--- config.mk ---
export PLATFORM = sky130hd
export DESIGN_NAME = utx_top
export DESIGN_NICKNAME = d
export VERILOG_FILES = /design/src/utx_pkg.sv /design/src/utx_top.sv
export SDC_FILE = /design/constraint.sdc
export NUM_CORES = 1
export LEC_CHECK = 0
export BUFFER_PORTS_ARGS = -buffer_cell sky130_fd_sc_hd__buf_2
export CAP_MARGIN = 30
export CELL_PAD_IN_SITES_DETAIL_PLACEMENT = 1
export CELL_PAD_IN_SITES_GLOBAL_PLACEMENT = 1
export CORE_UTILIZATION = 40
export CTS_BUF_LIST = sky130_fd_sc_hd__clkbuf_8
export CTS_CLUSTER_SIZE = 20
export DETAILED_ROUTE_END_ITERATION = 8
export MAX_ROUTING_LAYER = met4
export PLACE_DENSITY = 0.75
export SLEW_MARGIN = 20
export SYNTH_ARGS = -nofsm -noshare
export SYNTH_HDL_FRONTEND = slang
export SYNTH_SLANG_ARGS = --single-unit
export TNS_END_PERCENT = 100
--- constraint.sdc ---
create_clock -name clk -period 2.95 [get_ports clk]
set_clock_uncertainty 0.1 [all_clocks]
set_input_delay 0.4425 -clock clk [delete_from_list [all_inputs] [get_ports clk]]
set_output_delay 0.4425 -clock clk [all_outputs]
set_load 0.03 [all_outputs]
--- src/utx_pkg.sv ---
// Shared constants and carriers for the serial transmit control block
package utx_pkg;

    // Register index on the plain register port
    localparam logic [2:0] ADDR_STATUS = 3'h0;
    localparam logic [2:0] ADDR_CTRL1 = 3'h1;
    localparam logic [2:0] ADDR_CTRL2 = 3'h2;
    localparam logic [2:0] ADDR_CTRL3 = 3'h3;
    localparam logic [2:0] ADDR_DATA = 3'h4;
    localparam logic [2:0] ADDR_DIV_HI = 3'h5;
    localparam logic [2:0] ADDR_DIV_LO = 3'h6;
    localparam logic [2:0] ADDR_FIFO_CTRL = 3'h7;

    // serial_control_one field positions
    localparam int C1_PORT_EN = 7;
    localparam int C1_DATA_LEN = 6;
    localparam int C1_PAR_EN = 5;
    localparam int C1_PAR_HI = 4;
    localparam int C1_PAR_LO = 3;
    localparam int C1_BREAK = 2;
    localparam int C1_TX_NINTH = 0;

    // serial_control_two field positions
    localparam int C2_TX_EN = 7;
    localparam int C2_RX_EN = 6;
    localparam int C2_RX_IRQ_EN = 2;
    localparam int C2_IDLE_IRQ_EN = 1;
    localparam int C2_EMPTY_IRQ_EN = 0;

    // Bits that port disable clears, and bits software can write
    localparam logic [7:0] CTRL1_BREAK_MASK = 8'h04;
    localparam logic [7:0] CTRL1_WRITE_MASK = 8'hfd;
    localparam logic [7:0] CTRL2_DISABLE_MASK = 8'hc0;
    localparam logic [5:0] FIFO_CTRL_MASK = 6'h3f;

    // Reset values
    localparam logic [7:0] CTRL1_RESET = 8'h00;
    localparam logic [7:0] CTRL2_RESET = 8'h00;
    localparam logic [7:0] BYTE_RESET = 8'h00;

    // Frame lengths in bit times: start, data, two stop bits
    localparam logic [3:0] FRAME_BITS_8 = 4'hb;
    localparam logic [3:0] FRAME_BITS_9 = 4'hc;
    // Least break length in bit times
    localparam logic [3:0] BREAK_BITS = 4'hd;
    localparam logic [2:0] RX_COUNT_MAX = 3'h7;

    // Transmit sequencer states, Gray along idle-shift-break
    typedef enum logic [1:0] {
        TX_IDLE = 2'b00,
        TX_SHIFT = 2'b01,
        TX_BREAK = 2'b11
    } utx_state_type;

    // Character handed over by the receiver
    typedef struct packed {
        logic valid;
        logic [8:0] bits;
        logic parity_err;
        logic framing_err;
        logic noise;
    } utx_rx_report_type;

    // Drive of one pin: level and enable
    typedef struct packed {
        logic out;
        logic oe;
    } utx_pin_drive_type;

    // Parity by type: even, odd, mark, space
    function automatic logic utx_parity(input logic [7:0] bits, input logic [1:0] kind);
        logic result;
        result = 1'b0;
        case (kind)
            2'b00: result = ^bits;
            2'b01: result = ~^bits;
            2'b10: result = 1'b1;
            default: result = 1'b0;
        endcase
        return result;
    endfunction

endpackage

--- src/utx_top.sv ---
// The implementer's own choices: the address-and-strobe port and the register addresses.
`timescale 1ns/1ps
// Behaviour
// - Idle flag clears after status read, data write
// - Idle flag stays low while work queued
// - Empty flag sets when shifter takes character
// - Empty flag clears after status read, data write
// - Transmitter disable also sets empty flag
// - Port disabled floats both serial pins
// - Enabled transmit pin follows enable bits; shared pin also single-wire bit
// - Disable empties buffer, resets baud counter
// - Disable clears enables, break, receive flags
// - Disable keeps all other configuration bits
// - Disable while active aborts all transfers
// - Length bit selects 8 or 9 bits
// - Parity bit never copied into data holders
// - Parity enable replaces top data bit
// - Parity type even, odd, mark, space
// - Break holds line low thirteen bits minimum
// - Receive ninth read-only, transmit ninth write-only
// - Transmitter disable aborts, resets, floats pin
// - Drive transmit pin only when both enabled
// - Idle sets when empty and nothing sending
// - Shift out least significant bit first
// - Enabled idle or empty flags request interrupt
module utx_top
    import utx_pkg::*;
(
    input wire logic clk,
    input wire logic reset,
    input wire logic [2:0] addr,
    input wire logic [7:0] wdata,
    input wire logic wr,
    input wire logic rd,
    output logic [7:0] rdata,
    input wire utx_rx_report_type rx_report,
    input wire logic rx_active,
    input wire logic shared_line_in,
    output utx_pin_drive_type tx_pin,
    output utx_pin_drive_type shared_line_pin,
    output logic rx_line,
    output logic receiver_enable,
    output logic single_wire_select,
    output logic [15:0] baud_divisor,
    output logic [5:0] fifo_control,
    output logic irq_request
);

    // Control and configuration registers
    logic [7:0] ctrl1_reg;
    logic [7:0] ctrl2_reg;
    logic swm_reg;
    logic [7:0] div_hi_reg;
    logic [7:0] div_lo_reg;
    logic [5:0] fifo_ctrl_reg;
    // Transmit path state
    logic [7:0] tx_data_reg;
    logic data_full_reg;
    utx_state_type state_reg;
    utx_state_type state_next;
    logic [11:0] shift_reg;
    logic [3:0] bit_cnt_reg;
    logic [3:0] brk_cnt_reg;
    logic [15:0] baud_cnt_reg;
    logic tx_line_reg;
    // Transmit flags and their read-sequence arms
    logic tx_empty_reg;
    logic tx_idle_reg;
    logic empty_armed_reg;
    logic idle_armed_reg;
    // Receive-side status held here
    logic [7:0] rx_data_reg;
    logic rx_ninth_reg;
    logic rx_avail_reg;
    logic overrun_reg;
    logic perr_reg;
    logic ferr_reg;
    logic noise_reg;
    logic rx_idle_reg;
    logic [2:0] rx_count_reg;
    logic rx_armed_reg;
    logic [7:0] rdata_reg;

    // Register port decode
    wire wr_ctrl1 = wr && (addr == ADDR_CTRL1);
    wire wr_ctrl2 = wr && (addr == ADDR_CTRL2);
    wire data_wr = wr && (addr == ADDR_DATA);
    wire data_rd = rd && (addr == ADDR_DATA);
    wire status_rd = rd && (addr == ADDR_STATUS);

    // Enables
    wire port_on = ctrl1_reg[C1_PORT_EN];
    wire tx_on = port_on && ctrl2_reg[C2_TX_EN];
    wire rx_on = port_on && ctrl2_reg[C2_RX_EN];
    wire nine_bits = ctrl1_reg[C1_DATA_LEN];
    wire par_en = ctrl1_reg[C1_PAR_EN];
    wire [1:0] par_kind = {ctrl1_reg[C1_PAR_HI], ctrl1_reg[C1_PAR_LO]};

    // Control writes; disable clears only break and the two enables
    wire [7:0] ctrl1_written = wr_ctrl1 ? (wdata & CTRL1_WRITE_MASK) : ctrl1_reg;
    wire [7:0] ctrl1_next = ctrl1_written[C1_PORT_EN] ? ctrl1_written
                                                       : (ctrl1_written & ~CTRL1_BREAK_MASK);
    wire [7:0] ctrl2_written = wr_ctrl2 ? wdata : ctrl2_reg;
    wire [7:0] ctrl2_next = port_on ? ctrl2_written
                                    : (ctrl2_written & ~CTRL2_DISABLE_MASK);

    // Baud generator: divisor is cycles per bit, restarts when idle or disabled
    wire [15:0] divisor = {div_hi_reg, div_lo_reg};
    wire baud_last = (divisor <= 16'h0001) || (baud_cnt_reg == divisor - 16'h0001);
    wire baud_hold = !port_on || (state_reg == TX_IDLE);
    wire [15:0] baud_cnt_next = (baud_hold || baud_last) ? 16'h0000
                                                         : baud_cnt_reg + 16'h0001;
    wire tick = baud_last && !baud_hold;

    // Shifter takes the buffered character only when idle
    wire load = (state_reg == TX_IDLE) && data_full_reg && tx_on;
    wire data_full_next = !tx_on ? 1'b0 : data_wr ? 1'b1 : load ? 1'b0 : data_full_reg;

    // Top frame bit: parity, ninth bit or data bit 7
    wire par9 = utx_parity(tx_data_reg, par_kind);
    wire par8 = utx_parity({1'b0, tx_data_reg[6:0]}, par_kind);
    wire top9 = par_en ? par9 : ctrl1_reg[C1_TX_NINTH];
    wire top8 = par_en ? par8 : tx_data_reg[7];
    wire [8:0] payload = nine_bits ? {top9, tx_data_reg}
                                   : {1'b1, top8, tx_data_reg[6:0]};
    wire [11:0] frame = {2'b11, payload, 1'b0};
    wire [3:0] frame_len = nine_bits ? FRAME_BITS_9 : FRAME_BITS_8;

    // Flag updates: hardware set wins over the software clear
    wire empty_set = load || !tx_on;
    wire empty_clr = data_wr && empty_armed_reg;
    wire tx_empty_next = empty_set || (tx_empty_reg && !empty_clr);
    wire idle_cond = !port_on || (tx_empty_next && (state_next == TX_IDLE)
                     && !data_full_next && !ctrl1_next[C1_BREAK]);
    wire idle_clr = data_wr && idle_armed_reg;
    wire tx_idle_next = idle_cond || (tx_idle_reg && !idle_clr);

    // Receive flags: set by a report, cleared by status read then data access
    wire rx_store = rx_on && rx_report.valid && !rx_avail_reg;
    wire rx_over = rx_on && rx_report.valid && rx_avail_reg;
    wire rx_clr = rx_armed_reg && (data_rd || data_wr);
    wire [7:0] rx_byte = (par_en && !nine_bits) ? {1'b0, rx_report.bits[6:0]}
                                                 : rx_report.bits[7:0];
    wire rx_ninth_take = rx_store && nine_bits && !par_en;

    // Transmit sequencer
    always_comb
    begin
        state_next = state_reg;
        if (!tx_on)
        begin
            // Abort everything, including disable while active
            state_next = TX_IDLE;
        end
        else
        begin
            unique case (state_reg)
                TX_IDLE:
                begin
                    // Buffered data goes before a break
                    if (load)
                        state_next = TX_SHIFT;
                    else if (ctrl1_reg[C1_BREAK])
                        state_next = TX_BREAK;
                end
                TX_SHIFT:
                begin
                    // Last bit time ends the frame
                    if (tick && (bit_cnt_reg == 4'h1))
                        state_next = TX_IDLE;
                end
                TX_BREAK:
                begin
                    // Leave only after the least length and a cleared bit
                    if ((brk_cnt_reg >= BREAK_BITS) && !ctrl1_reg[C1_BREAK])
                        state_next = TX_IDLE;
                end
                default: state_next = TX_IDLE;
            endcase
        end
    end

    // Control register storage
    always_ff @(posedge clk)
    begin
        if (reset)
        begin
            ctrl1_reg <= CTRL1_RESET;
            ctrl2_reg <= CTRL2_RESET;
        end
        else
        begin
            ctrl1_reg <= ctrl1_next;
            ctrl2_reg <= ctrl2_next;
        end
    end

    // Configuration kept across disable
    always_ff @(posedge clk)
    begin
        if (reset)
        begin
            swm_reg <= 1'b0;
            div_hi_reg <= BYTE_RESET;
            div_lo_reg <= BYTE_RESET;
            fifo_ctrl_reg <= FIFO_CTRL_MASK & BYTE_RESET[5:0];
        end
        else if (wr)
        begin
            // Each writable register takes its own address
            if (addr == ADDR_CTRL3)
                swm_reg <= wdata[0];
            if (addr == ADDR_DIV_HI)
                div_hi_reg <= wdata;
            if (addr == ADDR_DIV_LO)
                div_lo_reg <= wdata;
            if (addr == ADDR_FIFO_CTRL)
                fifo_ctrl_reg <= wdata[5:0] & FIFO_CTRL_MASK;
        end
    end

    // Transmit buffer and sequencer state
    always_ff @(posedge clk)
    begin
        if (reset)
        begin
            tx_data_reg <= BYTE_RESET;
            data_full_reg <= 1'b0;
            state_reg <= TX_IDLE;
            baud_cnt_reg <= 16'h0000;
        end
        else
        begin
            if (data_wr)
                tx_data_reg <= wdata;
            data_full_reg <= data_full_next;
            state_reg <= state_next;
            baud_cnt_reg <= baud_cnt_next;
        end
    end

    // Shift register, least significant bit leaves first
    always_ff @(posedge clk)
    begin
        if (reset)
        begin
            shift_reg <= 12'hfff;
            bit_cnt_reg <= 4'h0;
        end
        else if (load)
        begin
            shift_reg <= frame;
            bit_cnt_reg <= frame_len;
        end
        else if ((state_reg == TX_SHIFT) && tick)
        begin
            shift_reg <= {1'b1, shift_reg[11:1]};
            bit_cnt_reg <= bit_cnt_reg - 4'h1;
        end
    end

    // Break length in whole bit times, saturating
    always_ff @(posedge clk)
    begin
        if (reset || (state_reg != TX_BREAK))
            brk_cnt_reg <= 4'h0;
        else if (tick && (brk_cnt_reg < BREAK_BITS))
            brk_cnt_reg <= brk_cnt_reg + 4'h1;
    end

    // Line level: frame bit, low for break, high when idle
    always_ff @(posedge clk)
    begin
        if (reset)
            tx_line_reg <= 1'b1;
        else if (state_next == TX_SHIFT)
            tx_line_reg <= load ? 1'b0 : (tick ? shift_reg[1] : shift_reg[0]);
        else
            tx_line_reg <= (state_next != TX_BREAK);
    end

    // Transmit flags and arms; a status read arms only a set flag
    always_ff @(posedge clk)
    begin
        if (reset)
        begin
            tx_empty_reg <= 1'b1;
            tx_idle_reg <= 1'b1;
            empty_armed_reg <= 1'b0;
            idle_armed_reg <= 1'b0;
        end
        else
        begin
            tx_empty_reg <= tx_empty_next;
            tx_idle_reg <= tx_idle_next;
            if (status_rd)
            begin
                empty_armed_reg <= tx_empty_reg;
                idle_armed_reg <= tx_idle_reg;
            end
            else if (data_wr || !port_on)
            begin
                empty_armed_reg <= 1'b0;
                idle_armed_reg <= 1'b0;
            end
        end
    end

    // Receive status; disable clears it and marks the receiver idle
    always_ff @(posedge clk)
    begin
        if (reset || !port_on)
        begin
            rx_avail_reg <= 1'b0;
            overrun_reg <= 1'b0;
            perr_reg <= 1'b0;
            ferr_reg <= 1'b0;
            noise_reg <= 1'b0;
            rx_count_reg <= 3'h0;
            rx_idle_reg <= 1'b1;
            rx_armed_reg <= 1'b0;
        end
        else
        begin
            rx_idle_reg <= !rx_active;
            rx_avail_reg <= rx_store || (rx_avail_reg && !rx_clr);
            overrun_reg <= rx_over || (overrun_reg && !rx_clr);
            perr_reg <= (rx_store && rx_report.parity_err) || (perr_reg && !rx_clr);
            ferr_reg <= (rx_store && rx_report.framing_err) || (ferr_reg && !rx_clr);
            noise_reg <= (rx_store && rx_report.noise) || (noise_reg && !rx_clr);
            if (rx_store && (rx_count_reg != RX_COUNT_MAX))
                rx_count_reg <= rx_count_reg + 3'h1;
            else if (rx_clr)
                rx_count_reg <= 3'h0;
            if (status_rd)
                rx_armed_reg <= 1'b1;
            else if (data_rd || data_wr)
                rx_armed_reg <= 1'b0;
        end
    end

    // Received character holders
    always_ff @(posedge clk)
    begin
        if (reset)
        begin
            rx_data_reg <= BYTE_RESET;
            rx_ninth_reg <= 1'b0;
        end
        else
        begin
            if (rx_store)
                rx_data_reg <= rx_byte;
            if (rx_ninth_take)
                rx_ninth_reg <= rx_report.bits[8];
        end
    end

    // Read selection; transmit ninth bit always reads zero
    logic [7:0] read_value;
    always_comb
    begin
        read_value = BYTE_RESET;
        unique case (addr)
            ADDR_STATUS: read_value = {perr_reg, noise_reg, ferr_reg, overrun_reg,
                                       rx_idle_reg, rx_avail_reg, tx_idle_reg, tx_empty_reg};
            ADDR_CTRL1: read_value = {ctrl1_reg[7:2], rx_ninth_reg, 1'b0};
            ADDR_CTRL2: read_value = ctrl2_reg;
            ADDR_CTRL3: read_value = {7'h00, swm_reg};
            ADDR_DATA: read_value = rx_data_reg;
            ADDR_DIV_HI: read_value = div_hi_reg;
            ADDR_DIV_LO: read_value = div_lo_reg;
            ADDR_FIFO_CTRL: read_value = {2'h0, fifo_ctrl_reg};
        endcase
    end

    // Read data stand only in the cycle after the strobe
    always_ff @(posedge clk)
    begin
        if (reset)
            rdata_reg <= BYTE_RESET;
        else
            rdata_reg <= rd ? read_value : BYTE_RESET;
    end

    // Pin drive: both float while disabled
    wire shared_tx = port_on && swm_reg && ctrl2_reg[C2_TX_EN] && !ctrl2_reg[C2_RX_EN];
    assign tx_pin.oe = tx_on;
    assign tx_pin.out = tx_line_reg;
    assign shared_line_pin.oe = shared_tx;
    assign shared_line_pin.out = tx_line_reg;
    assign rx_line = rx_on ? shared_line_in : 1'b1;

    // Outputs toward the receiver and baud logic
    assign rdata = rdata_reg;
    assign receiver_enable = rx_on;
    assign single_wire_select = swm_reg;
    assign baud_divisor = divisor;
    assign fifo_control = fifo_ctrl_reg;
    assign irq_request = (ctrl2_reg[C2_IDLE_IRQ_EN] && tx_idle_reg)
                      || (ctrl2_reg[C2_EMPTY_IRQ_EN] && tx_empty_reg)
                      || (ctrl2_reg[C2_RX_IRQ_EN] && (rx_avail_reg || overrun_reg));

    // Idle falls only through the armed data write
    a_idle_clear_seq: assert property (@(posedge clk) disable iff (reset)
        $fell(tx_idle_reg) |-> $past(data_wr && idle_armed_reg))
        else $error("idle flag fell without status read and data write");

    // Idle never rises with work pending
    a_idle_not_queued: assert property (@(posedge clk) disable iff (reset)
        $rose(tx_idle_reg) |-> (state_reg == TX_IDLE) && !data_full_reg)
        else $error("idle flag rose while character queued");

    // Shifter load sets empty flag next cycle
    a_empty_on_load: assert property (@(posedge clk) disable iff (reset)
        load |=> tx_empty_reg && (state_reg == TX_SHIFT))
        else $error("empty flag not set after shifter load");

    // Empty falls only through the armed data write
    a_empty_clear_seq: assert property (@(posedge clk) disable iff (reset)
        $fell(tx_empty_reg) |-> $past(data_wr && empty_armed_reg && tx_on))
        else $error("empty flag fell without status read and data write");

    // Pins float while port disabled
    a_pins_float: assert property (@(posedge clk) disable iff (reset)
        !port_on |-> !tx_pin.oe && !shared_line_pin.oe)
        else $error("serial pin driven while port disabled");

    // Disable forces transmit enable off and flags high
    a_disable_reset: assert property (@(posedge clk) disable iff (reset)
        !port_on |=> !ctrl2_reg[C2_TX_EN] && tx_idle_reg && tx_empty_reg && !data_full_reg)
        else $error("port disable did not reset transmit state");

    // Break lasts at least the least length
    a_break_length: assert property (@(posedge clk) disable iff (reset)
        (state_reg == TX_BREAK) && (state_next == TX_IDLE) && tx_on
        |-> (brk_cnt_reg == BREAK_BITS) && !tx_line_reg)
        else $error("break ended before thirteen bit times");

    // Transmit pin driven only with both enables
    a_tx_pin_enable: assert property (@(posedge clk) disable iff (reset)
        tx_pin.oe |-> ctrl1_reg[C1_PORT_EN] && ctrl2_reg[C2_TX_EN])
        else $error("transmit pin driven without both enables");

endmodule

==> results.tsv <==
metric	value	unit
firstDrtPassIters	4	
worstSetupPathType	register to register	
post-route-min-period	2.93	ns
tns	0	ns
antenna_found_initial	0	
finalSetupViolCount	0	
hpwlAfterDp	13.2	mm
p_leak	2.54	nW
n_antenna_cell	0	
timing.final.crit_share	99.3	%
cp_max_fo	9	
peakVddDrop	280	µV
synth_flop_cell	dfxtp_1	
final_cells	956	
drive_gt1_share	19.5	%
endpoint_kind	register	
drv_cap	0	
p_int	2.13	mW
async_flop_share	0	%
via_per_inst	5.60	
port_buffers	67	
cts-root-buf	clkbuf_8	
cts.clk_slew.worst_paths	0.11	ns
core_area	13900	µm²
power	2.89	mW
nFillCells	1708	
die_w	121	µm
cts_tree	done	
power_density	438	nW/µm²
p_switching	0.761	mW
fin_nets	809	
startpoint_type	register	
p_seq_share	53.4	%
hold_ws	0.149	ns
syn_to_final_growth	16.1	%
syn-instance-count	705	
relSlewSlack	45.5	%
crit_required	3.20	ns
cts_sinks	112	
placed_area	6270	µm²
start_util	40.9	%
worstMarginPinSlew	0.814	ns
place_inst	938	
yosysWarnings	0	
dr_total_vias	5358	
fmax	341	MHz
ctsLongestPathBuffers	2	
clock_power_share	35.6	%
globalplace.congestion	0.874	
hold_path_class	primary input to register	
ys_seq_area_share	39.5	%
ant_nets	0	
die_area	14700	µm²
finalHoldViolations	0	
grt_setup_unrepaired	true	
drt-total-wl	17.9	mm
largest_reg_flops	16	
overflow	0	
syn_area	5680	µm²
insertion_delay	0.39	ns
place_ws	-0.00405	ns
worstPathArrival	3.17	ns
status	complete, no violations	
grt.total_usage	26.3	%
layout_common_cells	126 x nand2_1, 108 x dfxtp_1, 70 x nor2_1	
drt_iter0_drc	339	
grt_pass1_wl	28.7	mm
cts_htree_levels	3	
synth.distinct_cells	63	
drcViolationCount	0	
p_comb_share	11.1	%
fin_area	6600	µm²
syn_avg_cell_area	8.06	µm²
first_global_vias	5428	
ys_ff_latch	112	
die_y	121	µm
synth_nets	743	
routedWlPerCell	18.7	µm
maxSlewViolCount	0	
ioPinCount	68	
post-route-util	47.5	%
synth-edff-count	0	
swShare	26.3	%
numCtsBuffers	9	
final_common_cell	nand2_1	
timing.final.ws_setup	0.0209	ns
grt_max_degree	35	
rows	43	
==> area by class of cell <==
cell class,instances,area (µm²),area share (%)
flip-flops and latches,112,2250,34.1
well taps,180,225,3.41
clock inverters,7,95.1,1.44
inverters,15,56.3,0.854
multi-input cells,537,3290,49.8
clock buffers,9,124,1.88
repair buffers,96,558,8.46
==> synth_stat cells, drive strengths merged (4+ instances only) <==
library cell | instances | share of area, %
a21oi | 66 | 5.8
o21ai | 22 | 1.9
mux2i | 17 | 3.0
nor2 | 71 | 4.7
nor3 | 23 | 2.1
nor2b | 12 | 1.3
a31oi | 5 | 0.55
or2 | 5 | 0.55
xnor2 | 20 | 3.1
and3 | 10 | 1.1
a211oi | 6 | 0.79
ha | 8 | 1.8
inv | 15 | 0.99
clkbuf | 22 | 1.5
mux2 | 5 | 0.99
or3 | 6 | 0.66
nand3b | 4 | 0.53
or4 | 4 | 0.66
nand3 | 26 | 2.3
o31a | 5 | 0.77
dfxtp | 112 | 39
a22oi | 10 | 1.3
xor2 | 19 | 2.9
nand2b | 9 | 0.99
nand2 | 127 | 8.4
buf | 19 | 1.8
nor4 | 7 | 0.88
==> kinds of logic after synthesis <==
logic type / synth area share (%)
XOR/XNOR: 6.81
adder cells (fa/ha/maj): 1.76
buffers and inverters: 4.21
AND/OR/NAND/NOR: 25.8
AO/OA/AOI/OAI: 17.1
multiplexers: 4.78
flip-flops: 39.5
==> final timing paths <==
kind	to	slack, ns	cells after the start	from
worst max-delay path	shift_reg[1]	0.02	9	div_lo_reg[4]
worst min-delay path	rx_idle_reg	0.15	2	rx_active
worst max register to register	shift_reg[1]	0.02	9	div_lo_reg[4]
worst min register to register	rx_data_reg[4]	0.37	2	rx_data_reg[4]
==> critical path: stages, from the launching register on <==
cell and delay (ns):
dfxtp_4 0.35, or4_4 0.57, or4_4 0.53, xnor2_2 0.14, nor2_1 0.06, o2111a_2 0.30
a41oi_4 0.26, buf_6 0.20, mux2i_1 0.22, o31a_1 0.16
==> power by group through the flow <==
stage	logic [mW]	registers, mW	clock network [mW]
2_1_floorplan	0.168	1.59	0
3_3_place_gp	0.290	1.57	0
3_5_place_dp	0.300	1.58	0
4_1_cts	0.305	1.54	1.05
5_1_grt	0.347	1.54	1.12
6_report	0.320	1.54	1.03
==> timing repair <==
action	CTS	global route
resized for setup	3	15
hold buffers	0	0
setup buffers	0	1
endpoints found under the setup margin	9	32
cloned	0	1
pin swaps	0	8
==> layer usage <==
metal | wire (µm) | vias to the layer above | global-route usage, % | share of wire (%)
met1 | 8200 | 2657 | 32.9 | 46
met5 | 0 | - | - | 0
met4 | 260 | 0 | 7.87 | 1.5
met2 | 8760 | 103 | 43.7 | 49
met3 | 686 | 22 | 3.85 | 3.8
li1 | - | 2576 | - | -
(Power assumes the default switching activity.)
